`config.mk`:
```
export PLATFORM = sky130hd
export DESIGN_NAME = pcsm_panel
export DESIGN_NICKNAME = d
export VERILOG_FILES = /design/src/pcsm_debounce.v /design/src/pcsm_panel.v
export VERILOG_INCLUDE_DIRS = /design/src /design/src/src
export SDC_FILE = /design/constraint.sdc
export NUM_CORES = 1
export LEC_CHECK = 0
export BUFFER_PORTS_ARGS = -buffer_cell sky130_fd_sc_hd__buf_2
export CORE_UTILIZATION = 55
export CTS_BUF_LIST = sky130_fd_sc_hd__clkbuf_8
export CTS_CLUSTER_DIAMETER = 50
export DETAILED_ROUTE_END_ITERATION = 6
export PLACE_DENSITY = 0.76
export SKIP_CTS_REPAIR_TIMING = 1
export SYNTH_ARGS = -nofsm -noshare
export SYNTH_HDL_FRONTEND = slang
export SYNTH_SLANG_ARGS = --single-unit
```
`constraint.sdc`:
```
create_clock -name ref_clk_i -period 7.7 [get_ports ref_clk_i]
set_clock_uncertainty 0.1 [all_clocks]
set_input_delay 2.31 -clock ref_clk_i [delete_from_list [all_inputs] [get_ports ref_clk_i]]
set_output_delay 2.31 -clock ref_clk_i [all_outputs]
set_load 0.01 [all_outputs]
```
`src/pcsm_regs.vh`:
```
`ifndef PCSM_REGS_VH
`define PCSM_REGS_VH
// ----------------------------------------------------------------
// Register map
// ----------------------------------------------------------------
`define PCSM_ADDR_W        4
`define PCSM_A_CTRL        4'h0
`define PCSM_A_STATUS      4'h1
`define PCSM_A_GAIN0       4'h2
`define PCSM_A_GAIN1       4'h3
`define PCSM_A_VOL_MON     4'h4
`define PCSM_A_VOL_HP      4'h5
`define PCSM_A_LEVEL0      4'h6
`define PCSM_A_LEVEL1      4'h7
// ----------------------------------------------------------------
// Control register fields
// ----------------------------------------------------------------
`define PCSM_CTRL_STEP     3:0
`define PCSM_CTRL_CLIP     15:8
// ----------------------------------------------------------------
// Settings
// ----------------------------------------------------------------
`define PCSM_GAIN_W        7
`define PCSM_VOL_W         7
`define PCSM_GAIN_MAX      7'h41
`define PCSM_VOL_MAX       7'h7f
`define PCSM_GAIN_RST      7'h00
`define PCSM_VOL_RST       7'h00
`define PCSM_STEP_RST      4'h1
`define PCSM_CLIP_RST      8'hf8
// ----------------------------------------------------------------
// Debounce: 10 ms at 100 MHz
// ----------------------------------------------------------------
`define PCSM_DEB_CYC       20'hf4240
`define PCSM_DEB_W         20
// ----------------------------------------------------------------
// Source codes and modes
// ----------------------------------------------------------------
`define PCSM_SRC_MIC       2'h0
`define PCSM_SRC_LINE      2'h1
`define PCSM_SRC_INST      2'h2
`define PCSM_MODE_PRE      1'b0
`define PCSM_MODE_MON      1'b1
`endif

```
`src/pcsm_debounce.v`:
```
`timescale 1ns/100ps
`include "pcsm_regs.vh"
module pcsm_debounce #(
  parameter [`PCSM_DEB_W-1:0] DEB_CYC = `PCSM_DEB_CYC
) (
  input  wire ref_clk_i,
  input  wire rst_n_i,
  input  wire raw_i,
  output reg  level_o,
  output reg  rise_o
);
  reg [`PCSM_DEB_W-1:0] cnt_r;
  reg                   sync_r;

  // ----------------------------------------------------------------
  // Level must hold steady for the whole window before it is taken
  // ----------------------------------------------------------------
  always @(posedge ref_clk_i or negedge rst_n_i) begin
    if (!rst_n_i) begin
      sync_r  <= 1'b0;
      cnt_r   <= {`PCSM_DEB_W{1'b0}};
      level_o <= 1'b0;
      rise_o  <= 1'b0;
    end else begin
      sync_r <= raw_i;
      rise_o <= 1'b0;
      if (sync_r == level_o) begin
        cnt_r <= {`PCSM_DEB_W{1'b0}};
      end else if (cnt_r >= DEB_CYC - 1'b1) begin
        cnt_r   <= {`PCSM_DEB_W{1'b0}};
        level_o <= sync_r;
        rise_o  <= sync_r;
      end else begin
        cnt_r <= cnt_r + 1'b1;
      end
    end
  end
endmodule // pcsm_debounce

```
`src/pcsm_panel.v`:
```
// Design decisions made here: the strobed register port and the register addresses.
`timescale 1ns/100ps
`include "pcsm_regs.vh"
// Operation
// - Preamp press in preamp mode flips selected input channel; indicators show it.
// - Input select press flips selected channel source between mic and line.
// - No plug-type sensing; mic/line changes only by input press in preamp mode.
// - Instrument plug inserted forces channel one to instrument source.
// - Channel one mic/line returns only after the instrument plug is removed.
// - Knob turn in preamp mode changes gain only: the selected channel's, or both channels' when linked.
// - Per-channel level meter output; red clip light when level reaches clip.
// - Per-channel pad toggled by its option button.
// - Monitor press alternates output selection; exactly one output indicator lit.
// - Knob turn in monitor mode changes selected output volume only.
// - Knob press in monitor mode with monitor output selected toggles monitor mute.
// - Muted and monitor selected: LED ring red instead of green.
// - Link option: adjustments on selected input apply to both channels.
// - Preamp button enters preamp mode, monitor button enters monitor mode.
// - Press of active mode button changes selection within that mode.
module pcsm_panel #(
  parameter [`PCSM_DEB_W-1:0] DEB_CYC = `PCSM_DEB_CYC
) (
  input  wire                      ref_clk_i,
  input  wire                      rst_n_i,
  input  wire                      preamp_btn_i,
  input  wire                      monitor_btn_i,
  input  wire                      input_btn_i,
  input  wire                      pad_btn_i,
  input  wire                      link_btn_i,
  input  wire                      knob_press_i,
  input  wire                      knob_up_i,
  input  wire                      knob_down_i,
  input  wire                      instrument_input_jack_i,
  input  wire [7:0]                level0_i,
  input  wire [7:0]                level1_i,
  input  wire [`PCSM_ADDR_W-1:0]   addr_i,
  input  wire [31:0]               wdata_i,
  input  wire                      wr_i,
  input  wire                      rd_i,
  output reg  [31:0]               rdata_o,
  output reg                       mode_o,
  output reg                       first_channel_indicator_o,
  output reg                       second_channel_indicator_o,
  output reg                       mic_ind_o,
  output reg                       line_ind_o,
  output reg                       instrument_input_ind_o,
  output reg                       pad_ind_o,
  output reg                       link_ind_o,
  output reg  [7:0]                meter0_o,
  output reg  [7:0]                meter1_o,
  output reg                       clip0_o,
  output reg                       clip1_o,
  output reg                       monitor_sel_ind_o,
  output reg                       headphone_sel_ind_o,
  output reg                       mute_o,
  output reg                       ring_red_o,
  output reg                       ring_green_o,
  output reg  [1:0]                src0_o,
  output reg  [1:0]                src1_o,
  output reg                       pad0_o,
  output reg                       pad1_o,
  output reg  [`PCSM_GAIN_W-1:0]   gain0_o,
  output reg  [`PCSM_GAIN_W-1:0]   gain1_o,
  output reg  [`PCSM_VOL_W-1:0]    vol_mon_o,
  output reg  [`PCSM_VOL_W-1:0]    vol_hp_o
);
  // ----------------------------------------------------------------
  // Debounced inputs
  // ----------------------------------------------------------------
  localparam NIN = 6;
  wire [NIN-1:0] raw_w;
  wire [NIN-1:0] lvl_w;
  wire [NIN-1:0] prs_w;
  assign raw_w = {instrument_input_jack_i, knob_press_i, link_btn_i,
                  pad_btn_i, input_btn_i, monitor_btn_i ^ 1'b0};
  // Preamp has its own filter: its press outranks every other control
  wire pre_prs_w;
  pcsm_debounce #(.DEB_CYC(DEB_CYC)) u_deb_pre (
    .ref_clk_i (ref_clk_i),
    .rst_n_i   (rst_n_i),
    .raw_i     (preamp_btn_i),
    .level_o   (),
    .rise_o    (pre_prs_w)
  );
  genvar gi;
  generate
    for (gi = 0; gi < NIN; gi = gi + 1) begin : g_deb
      pcsm_debounce #(.DEB_CYC(DEB_CYC)) u_deb (
        .ref_clk_i (ref_clk_i),
        .rst_n_i   (rst_n_i),
        .raw_i     (raw_w[gi]),
        .level_o   (lvl_w[gi]),
        .rise_o    (prs_w[gi])
      );
    end
  endgenerate
  wire mon_prs_w  = prs_w[0];
  wire in_prs_w   = prs_w[1];
  wire pad_prs_w  = prs_w[2];
  wire link_prs_w = prs_w[3];
  wire knob_prs_w = prs_w[4];
  // Jack is taken as a level: the override lasts while the debounced plug level stays high
  wire jack_w     = lvl_w[5];

  // ----------------------------------------------------------------
  // Panel state
  // ----------------------------------------------------------------
  localparam MODE_PRE = `PCSM_MODE_PRE;
  localparam MODE_MON = `PCSM_MODE_MON;
  reg                    mode_r;
  reg                    chan_r;
  reg                    out_r;
  reg  [1:0]             ml_r;      // Mic/line choice per channel
  reg  [1:0]             pad_r;
  reg                    link_r;
  reg                    mute_r;
  reg  [`PCSM_GAIN_W-1:0] gain_r [0:1];
  reg  [`PCSM_VOL_W-1:0]  vol_r  [0:1];
  reg  [3:0]             step_r;
  reg  [7:0]             clip_r;

  // ----------------------------------------------------------------
  // Knob step, saturating at zero and at the top of the range
  // ----------------------------------------------------------------
  function [`PCSM_GAIN_W-1:0] adj;
    input [`PCSM_GAIN_W-1:0] v;
    input                    up;
    input [`PCSM_GAIN_W-1:0] maxv;
    input [3:0]              st;
    reg   [`PCSM_GAIN_W:0]   t;
    begin
      if (up) begin
        t = {1'b0, v} + {4'h0, st};
        adj = (t > {1'b0, maxv}) ? maxv : t[`PCSM_GAIN_W-1:0];
      end else begin
        adj = (v > {3'h0, st}) ? v - {3'h0, st} : {`PCSM_GAIN_W{1'b0}};
      end
    end
  endfunction

  // Instrument plug outranks the stored mic/line choice, which survives for removal
  function [1:0] src_code;
    input jack;
    input line_sel;
    begin
      if (jack)
        src_code = `PCSM_SRC_INST;
      else if (line_sel)
        src_code = `PCSM_SRC_LINE;
      else
        src_code = `PCSM_SRC_MIC;
    end
  endfunction

  // Both detent pulses at once cancel, so a glitch never steps the value
  wire turn_w = knob_up_i ^ knob_down_i;
  wire pre_w  = (mode_r == MODE_PRE);
  integer k;

  always @(posedge ref_clk_i or negedge rst_n_i) begin
    if (!rst_n_i) begin
      mode_r <= MODE_PRE;
      chan_r <= 1'b0;
      out_r  <= 1'b0;
      ml_r   <= 2'h0;
      pad_r  <= 2'h0;
      link_r <= 1'b0;
      mute_r <= 1'b0;
      for (k = 0; k < 2; k = k + 1) begin
        gain_r[k] <= `PCSM_GAIN_RST;
        vol_r[k]  <= `PCSM_VOL_RST;
      end
    end else begin
      // Mode buttons win; a knob or option change in the same cycle is dropped
      if (pre_prs_w) begin
        mode_r <= MODE_PRE;
        if (pre_w) chan_r <= ~chan_r;
      end else if (mon_prs_w) begin
        mode_r <= MODE_MON;
        if (!pre_w) out_r <= ~out_r;
      end else if (pre_w) begin
        if (knob_prs_w) chan_r <= ~chan_r;
        // Mic/line is stored even under the instrument override
        if (in_prs_w) begin
          ml_r[chan_r] <= ~ml_r[chan_r];
          // Linked: the new value is copied so the two channels never drift apart
          if (link_r) ml_r[~chan_r] <= ~ml_r[chan_r];
        end
        if (pad_prs_w) begin
          pad_r[chan_r] <= ~pad_r[chan_r];
          if (link_r) pad_r[~chan_r] <= ~pad_r[chan_r];
        end
        if (link_prs_w) link_r <= ~link_r;
        if (turn_w) begin
          gain_r[chan_r] <= adj(gain_r[chan_r], knob_up_i, `PCSM_GAIN_MAX, step_r);
          if (link_r)
            gain_r[~chan_r] <= adj(gain_r[chan_r], knob_up_i, `PCSM_GAIN_MAX, step_r);
        end
      end else begin
        if (knob_prs_w && !out_r) mute_r <= ~mute_r;
        if (turn_w)
          vol_r[out_r] <= adj(vol_r[out_r], knob_up_i, `PCSM_VOL_MAX, step_r);
      end
    end
  end

  // ----------------------------------------------------------------
  // Register port
  // ----------------------------------------------------------------
  always @(posedge ref_clk_i or negedge rst_n_i) begin
    if (!rst_n_i) begin
      step_r  <= `PCSM_STEP_RST;
      clip_r  <= `PCSM_CLIP_RST;
      rdata_o <= 32'h0;
    end else begin
      if (wr_i && addr_i == `PCSM_A_CTRL) begin
        step_r <= wdata_i[`PCSM_CTRL_STEP];
        clip_r <= wdata_i[`PCSM_CTRL_CLIP];
      end
      // Read data live for one cycle only, so a stale word never looks fresh
      rdata_o <= 32'h0;
      if (rd_i) begin
        case (addr_i)
          `PCSM_A_CTRL:    rdata_o <= {16'h0, clip_r, 4'h0, step_r};
          `PCSM_A_STATUS:  rdata_o <= {22'h0, jack_w, mute_r,
                                       link_r, pad_r, ml_r,
                                       out_r, chan_r, mode_r};
          `PCSM_A_GAIN0:   rdata_o <= {25'h0, gain_r[0]};
          `PCSM_A_GAIN1:   rdata_o <= {25'h0, gain_r[1]};
          `PCSM_A_VOL_MON: rdata_o <= {25'h0, vol_r[0]};
          `PCSM_A_VOL_HP:  rdata_o <= {25'h0, vol_r[1]};
          `PCSM_A_LEVEL0:  rdata_o <= {24'h0, level0_i};
          `PCSM_A_LEVEL1:  rdata_o <= {24'h0, level1_i};
          default:         rdata_o <= 32'h0;
        endcase
      end
    end
  end

  // ----------------------------------------------------------------
  // Outputs, all registered
  // ----------------------------------------------------------------
  wire [1:0] s0_w = src_code(jack_w, ml_r[0]);
  // Second channel has no instrument jack, so it never takes the override
  wire [1:0] s1_w = src_code(1'b0, ml_r[1]);
  wire [1:0] ss_w = chan_r ? s1_w : s0_w;
  // Ring follows mute only while the monitor output is picked; headphones stay green
  wire       red_w = mute_r && !out_r;

  always @(posedge ref_clk_i or negedge rst_n_i) begin
    if (!rst_n_i) begin
      mode_o <= 1'b0;
      first_channel_indicator_o <= 1'b0;
      second_channel_indicator_o <= 1'b0;
      mic_ind_o <= 1'b0;
      line_ind_o <= 1'b0;
      instrument_input_ind_o <= 1'b0;
      pad_ind_o <= 1'b0;
      link_ind_o <= 1'b0;
      meter0_o <= 8'h0;
      meter1_o <= 8'h0;
      clip0_o <= 1'b0;
      clip1_o <= 1'b0;
      monitor_sel_ind_o <= 1'b0;
      headphone_sel_ind_o <= 1'b0;
      mute_o <= 1'b0;
      ring_red_o <= 1'b0;
      ring_green_o <= 1'b0;
      src0_o <= 2'h0;
      src1_o <= 2'h0;
      pad0_o <= 1'b0;
      pad1_o <= 1'b0;
      gain0_o <= `PCSM_GAIN_RST;
      gain1_o <= `PCSM_GAIN_RST;
      vol_mon_o <= `PCSM_VOL_RST;
      vol_hp_o <= `PCSM_VOL_RST;
    end else begin
      mode_o <= mode_r;
      first_channel_indicator_o  <= ~chan_r;
      second_channel_indicator_o <= chan_r;
      mic_ind_o  <= (ss_w == `PCSM_SRC_MIC);
      line_ind_o <= (ss_w == `PCSM_SRC_LINE);
      instrument_input_ind_o <= (ss_w == `PCSM_SRC_INST);
      pad_ind_o  <= pad_r[chan_r];
      link_ind_o <= link_r;
      meter0_o <= level0_i;
      meter1_o <= level1_i;
      clip0_o  <= (level0_i >= clip_r);
      clip1_o  <= (level1_i >= clip_r);
      monitor_sel_ind_o   <= ~out_r;
      headphone_sel_ind_o <= out_r;
      mute_o       <= mute_r;
      ring_red_o   <= red_w;
      ring_green_o <= ~red_w;
      src0_o <= s0_w;
      src1_o <= s1_w;
      pad0_o <= pad_r[0];
      pad1_o <= pad_r[1];
      gain0_o <= gain_r[0];
      gain1_o <= gain_r[1];
      vol_mon_o <= vol_r[0];
      vol_hp_o  <= vol_r[1];
    end
  end
endmodule // pcsm_panel

```
==> results of run 1 <==
-- per-stage QoR --
stage	instances	cell area (um^2)	hold slack, ns	util
finish	1791	15700	0.336	0.641
global route	1791	15700	0.346	0.641
CTS	1791	15700	0.332	0.641
detailed placement	1711	14700	0.310	0.598
global placement	1711	14700	0.307	0.598
floorplan	1308	13900	0.252	-
-- cell families after synthesis --
family,count (synthesis),share of synthesized area
buffers and inverters,87,0.0337
muxes,73,0.0613
and+or+nand+nor,504,0.174
AOI/OAI and AO/OA,153,0.0768
xor gates and xnor gates,142,0.0898
DFF,289,0.523
adders and majority gates,43,0.0410
other,1,0.000271
-- flip-flops by register name, summed over array words and instances (netlist names), 7 cells and up, named ones only --
| name | flops |
|---|---|
| vol_r | 14 |
| vol_mon_o | 7 |
| g_deb.u_deb.cnt_r | 120 |
| meter1_o | 8 |
| clip_r | 8 |
| gain0_o | 7 |
| u_deb_pre.cnt_r | 20 |
| gain1_o | 7 |
| vol_hp_o | 7 |
| meter0_o | 8 |
| rdata_o | 16 |
| gain_r | 14 |
-- worst register-to-register path, delay by kind of cell (launching register included) --
| family | cells | cell delay (ns) |
|---|---|---|
| flip-flops | 1 | 0.74 |
| adder cells (fa/ha/maj) | 2 | 0.67 |
| AND/OR/NAND/NOR | 2 | 0.24 |
| multiplexers | 2 | 0.89 |
| AO/OA/AOI/OAI | 3 | 0.52 |
| buffers and inverters | 1 | 0.06 |
-- how the worst max path moves through the flow --
| stage | startpoint | end |
|---|---|---|
| floorplan | addr_i[2] | rdata_o[3] |
| global placement | addr_i[0] | step_r[2] |
| detailed placement | addr_i[0] | step_r[3] |
| CTS | addr_i[0] | step_r[3] |
| global route | addr_i[0] | step_r[3] |
| finish | addr_i[0] | step_r[3] |
-- cells in the final DEF (no fill, tap or decap), types with 6 or more instances in the layout --
cell type	netlist	layout
a21oi_1	33	33
dfrtp_1	283	283
and2_1	8	8
o21ai_1	16	16
and4_1	6	6
xnor2_1	71	71
nor4_1	12	12
nor3b_1	8	8
nor2b_1	24	24
mux2_2	46	46
mux2i_1	19	19
xor2_1	71	71
clkbuf_8	0	60
a21boi_1	6	6
nor2_1	194	194
nor3_1	23	23
buf_2	16	123
ha_1	39	39
o21ai_0	21	21
nand2_1	88	88
and3_1	35	35
nand4_1	9	9
clkinv_2	0	7
nand3_1	69	69
dfstp_2	6	6
inv_1	35	41
a31oi_1	6	6
nand2b_1	9	9
conb_1	1	17
-- metal layers --
| layer | vias up | share of wire |
|---|---|---|
| met3 | 50 | 0.053 |
| met1 | 4770 | 0.45 |
| li1 | 4693 | - |
| met5 | - | 0 |
| met4 | 0 | 0.021 |
| met2 | 254 | 0.48 |
-- layout make-up --
cell class,instances,area [um^2]
fillers,1949,8820
flip-flops and latches,289,7240
multi-input cells,932,6200
clock buffers,60,826
repair buffers,129,681
well taps,324,405
clock inverters,20,223
inverters,37,139
-- report_power, final --
group / total, mW / switching (mW) / internal [mW]
combinational: 0.588 / 0.347 / 0.241
clock: 1.46 / 0.592 / 0.866
sequential: 1.66 / 0.0657 / 1.59
==> flow_summary.ini, run 1 <==
[critical_path]
critPathTopFamily = simple AND/OR/NAND/NOR gates
crit_buf_inv = 1
crit_type = in -> reg
worst-r2r-setup-slack_ns = 4.40
worst_r2r_path_depth = 10
critPathArrivalTime_ns = 4.11
cp-start-kind = input pin
critPathMaxStageDelay_ns = 0.62
crit_path_end_kind = flop
cp.required_ns = 8.03
worstReg2RegStart = out_r
crit_slowest_cell = nand3b_1
critical_path.cell_chain = buf_2 -> nor3_1 -> nand3b_1 -> mux2_2
reg2reg_to = vol_r[13]
worstPathMaxFanout = 27
cp.depth = 4

[detailed_routing]
wl_um = 29000
wire_per_inst_um = 16.2
dr.pass1.iters = 5
drc_errors = 0
drtIter0Drc = 662
vias = 9767
ant_nets = 0
vias_per_cell = 5.45

[pwr]
ir_drop_mv = 0.188
leakagePower_nw = 7.36
finalPower_mw = 3.70
power_density_nw_per_um2 = 236

[floorplan]
fp-row-count = 57
dieHeight_um = 161
io_pins = 162
core_area_um2 = 24500
initial_core_util = 0.565
die_area_um2 = 25800
die_x_um = 161

[synthesis]
netlist_instances = 1292
synth_commonest_cells = 283 x dfrtp_1, 194 x nor2_1, 88 x nand2_1
synth-seq-cells = 289
synth_most_common_cell = dfrtp_1
yosysWarnings = 0
synth.cell_area_um2 = 13800
yosys.area.top_type = dfrtp_1
yosysTopAreaCellShare = 0.511
ys_seq_area_frac = 0.523
synth_flop_cell = dfrtp_1
synthArstFlopShare = 1.00
synth_edf_count = 0
ys_types = 74
syn_area_per_cell_um2 = 10.7
synth_area_leaders = dfrtp_1 51%, nor2_1 5.3%, xnor2_1 4.5%

[timing]
hold_viol = 0
tightest_slew_ns = 1.23
fin_crit_sh = 0.491
fin_setup_tns_ns = 0
finalMaxSlewViolations = 0
setup_ws_ns = 3.92
max_freq_ghz = 0.265
setup_violations = 0
relSlewSlack = 0.177
rsz0062_at_grt = false
finalCriticalPeriod_ns = 3.78

[global_routing]
grt_max_degree = 118
antenna_found_initial = 0
grt_pass1_vias = 9658
busiest_layer = met2
grt_use_met2 = 0.385
grt_use_met3 = 0.0424
grt_remaining_overflow = 0
grt_pass1_wl_um = 48200
met1_usage = 0.314
track_usage = 0.232

[placed_design]
dpl.hpwl_um = 20200
pre_cts_ws_ns = 3.34
port_buffers = 124
place_congestion = 0.917

[cells_and_area]
finalNetCount = 1543
synthToLayoutAreaGrowth_pct = 13.5
drive_above_1_share = 0.196
n_antenna_cell = 0

[hold_path]
hold_path.class = reg -> reg
hold_path_startpoint = vol_r[3]
min_path_cells = 0
holdPathEnd = vol_hp_o[3]

[clock_tree]
clk_pin_slew_ns = 0.07
ctsRootBufferMaster = clkbuf_8
clk_latency_ns = 0.55
cts.path.max_buffers = 3
cts_buffers = 46
clock-sinks = 289
cts_tree = built
cts_max_level = 2

[flow_run]
drv_cap = 0

[outcome]
status = complete, no violations
Note: power is estimated with default switching activity, not from simulation.
==> run 2: changes to the inputs <==
PLACE_DENSITY = 0.79   (was 0.76)
clock period = 3.29 ns   (was 7.7 ns; I/O delays follow)
==> run 2 against run 1 <==
Compared with the run above: clock power is 110% higher; setup slack worse by 3.6 ns; worst hold slack worse by 0.047 ns; total power is 120% higher; sequential cell count stayed put; via count is 0.70% higher; first-iteration DRC count is 1.2% lower; final cell count is 0.73% higher; critical endpoint is now vol_r[6]; largest power group unchanged.
==> flow_summary.ini, run 2 (synthesis gave the netlist of run 1 again) <==
[outcome]
status = complete, no violations

[timing]
fin_setup_tns_ns = 0
tightest_slew_ns = 0.787
max_freq_ghz = 0.336
rsz0062_at_grt = false
fin_crit_sh = 0.906
finalCriticalPeriod_ns = 2.98
setup_ws_ns = 0.310
setup_violations = 0
finalMaxSlewViolations = 0
hold_viol = 0
relSlewSlack = 0.472

[critical_path]
worstPathMaxFanout = 7
crit_path_end_kind = flop
worst-r2r-setup-slack_ns = 0.31
worst_r2r_path_depth = 10
reg2reg_to = vol_r[6]
cp-start-kind = flop
worstReg2RegStart = out_r
critPathArrivalTime_ns = 3.33
cp.required_ns = 3.64
crit_type = reg -> reg

[clock_tree]
clk_pin_slew_ns = 0.06
clk_latency_ns = 0.56
cts.path.max_buffers = 3
cts_tree = built
ctsRootBufferMaster = clkbuf_8
clock-sinks = 289
cts_max_level = 2
cts_buffers = 47

[placed_design]
dpl.hpwl_um = 21100
place_congestion = 0.906
pre_cts_ws_ns = 0.336
port_buffers = 124

[detailed_routing]
drtIter0Drc = 654
dr.pass1.iters = 5
wire_per_inst_um = 16.3
wl_um = 29500
vias_per_cell = 5.45
vias = 9835
ant_nets = 0
drc_errors = 0

[cells_and_area]
largest_reg_flops = 120
fillers = 1950
final_common_cell = dfrtp_1
finalNetCount = 1553
final_cell_mix = 283 x dfrtp_1, 194 x nor2_1, 123 x buf_2, 88 x nand2_1
drive_above_1_share = 0.195
reg_top3 = g_deb.u_deb.cnt_r x120, u_deb_pre.cnt_r x20, rdata_o x16
multi_input_area_um2 = 6200
regArea_um2 = 7240
n_antenna_cell = 0
top_register = g_deb.u_deb.cnt_r
synthToLayoutAreaGrowth_pct = 13.2

[global_routing]
antenna_found_initial = 0
grt_use_met3 = 0.0413
grt_remaining_overflow = 0
grt_pass1_wl_um = 48700
grt_pass1_vias = 9845
grt_max_degree = 75
track_usage = 0.234
busiest_layer = met2
grt_use_met2 = 0.397
met1_usage = 0.304

[pwr]
power_density_nw_per_um2 = 529
leakagePower_nw = 7.39
ir_drop_mv = 0.279

[floorplan]
io_pins = 162
dieHeight_um = 161
die_area_um2 = 25800
initial_core_util = 0.565
core_area_um2 = 24500
fp-row-count = 57
die_x_um = 161

[flow_run]
drv_cap = 0

[hold_path]
hold_path.class = in -> async
## run 2: critical path: stages, from the launching register on
cell and delay, ns:
dfrtp_1 0.52, mux2i_1 0.33, ha_1 0.23, inv_1 0.06
fa_1 0.41, a21o_1 0.19, a21oi_2 0.17, nor2b_1 0.18
nand2_1 0.06, mux4_2 0.47, o21ai_1 0.17
## run 2: cell type report
type / instances / area share
inverters: 37 / 0.00886
repair buffers: 138 / 0.0493
clock inverters: 28 / 0.00965
multi-input cells: 932 / 0.396
well taps: 324 / 0.0258
flip-flops and latches: 289 / 0.462
clock buffers: 56 / 0.0491
## run 2: per-stage QoR
step	instances	power (mW)	utilization	hold slack, ns	area (um^2)
finish	1804	8.30	0.639	0.289	15700
global route	1804	8.73	0.639	0.303	15700
CTS	1804	8.35	0.639	0.298	15700
detailed placement	1720	5.34	0.602	0.324	14800
global placement	1720	5.30	0.602	0.318	14800
floorplan	1308	4.88	-	0.252	13900
## run 2: how the worst max path moves through the flow
stage               startpoint        end  slack, ns  cells past startpoint
floorplan               chan_r  gain_r[5]       0.30                     10
global placement         out_r   vol_r[6]       0.42                     10
detailed placement       out_r   vol_r[6]       0.34                     10
CTS                      out_r   vol_r[6]       0.31                     10
global route             out_r   vol_r[6]       0.12                     10
finish                   out_r   vol_r[6]       0.31                     10
## run 2: where the power goes
group / total [mW] / internal, mW / switching, mW
clock: 3.00 / 1.62 / 1.37
combinational: 1.42 / 0.577 / 0.840
sequential: 3.88 / 3.73 / 0.153
## run 2: routing by layer
| metal | up-vias | routed length (um) |
|---|---|---|
| met1 | 4815 | 12800 |
| met3 | 59 | 1480 |
| li1 | 4723 | - |
| met5 | - | 0 |
| met2 | 238 | 14400 |
| met4 | 0 | 750 |
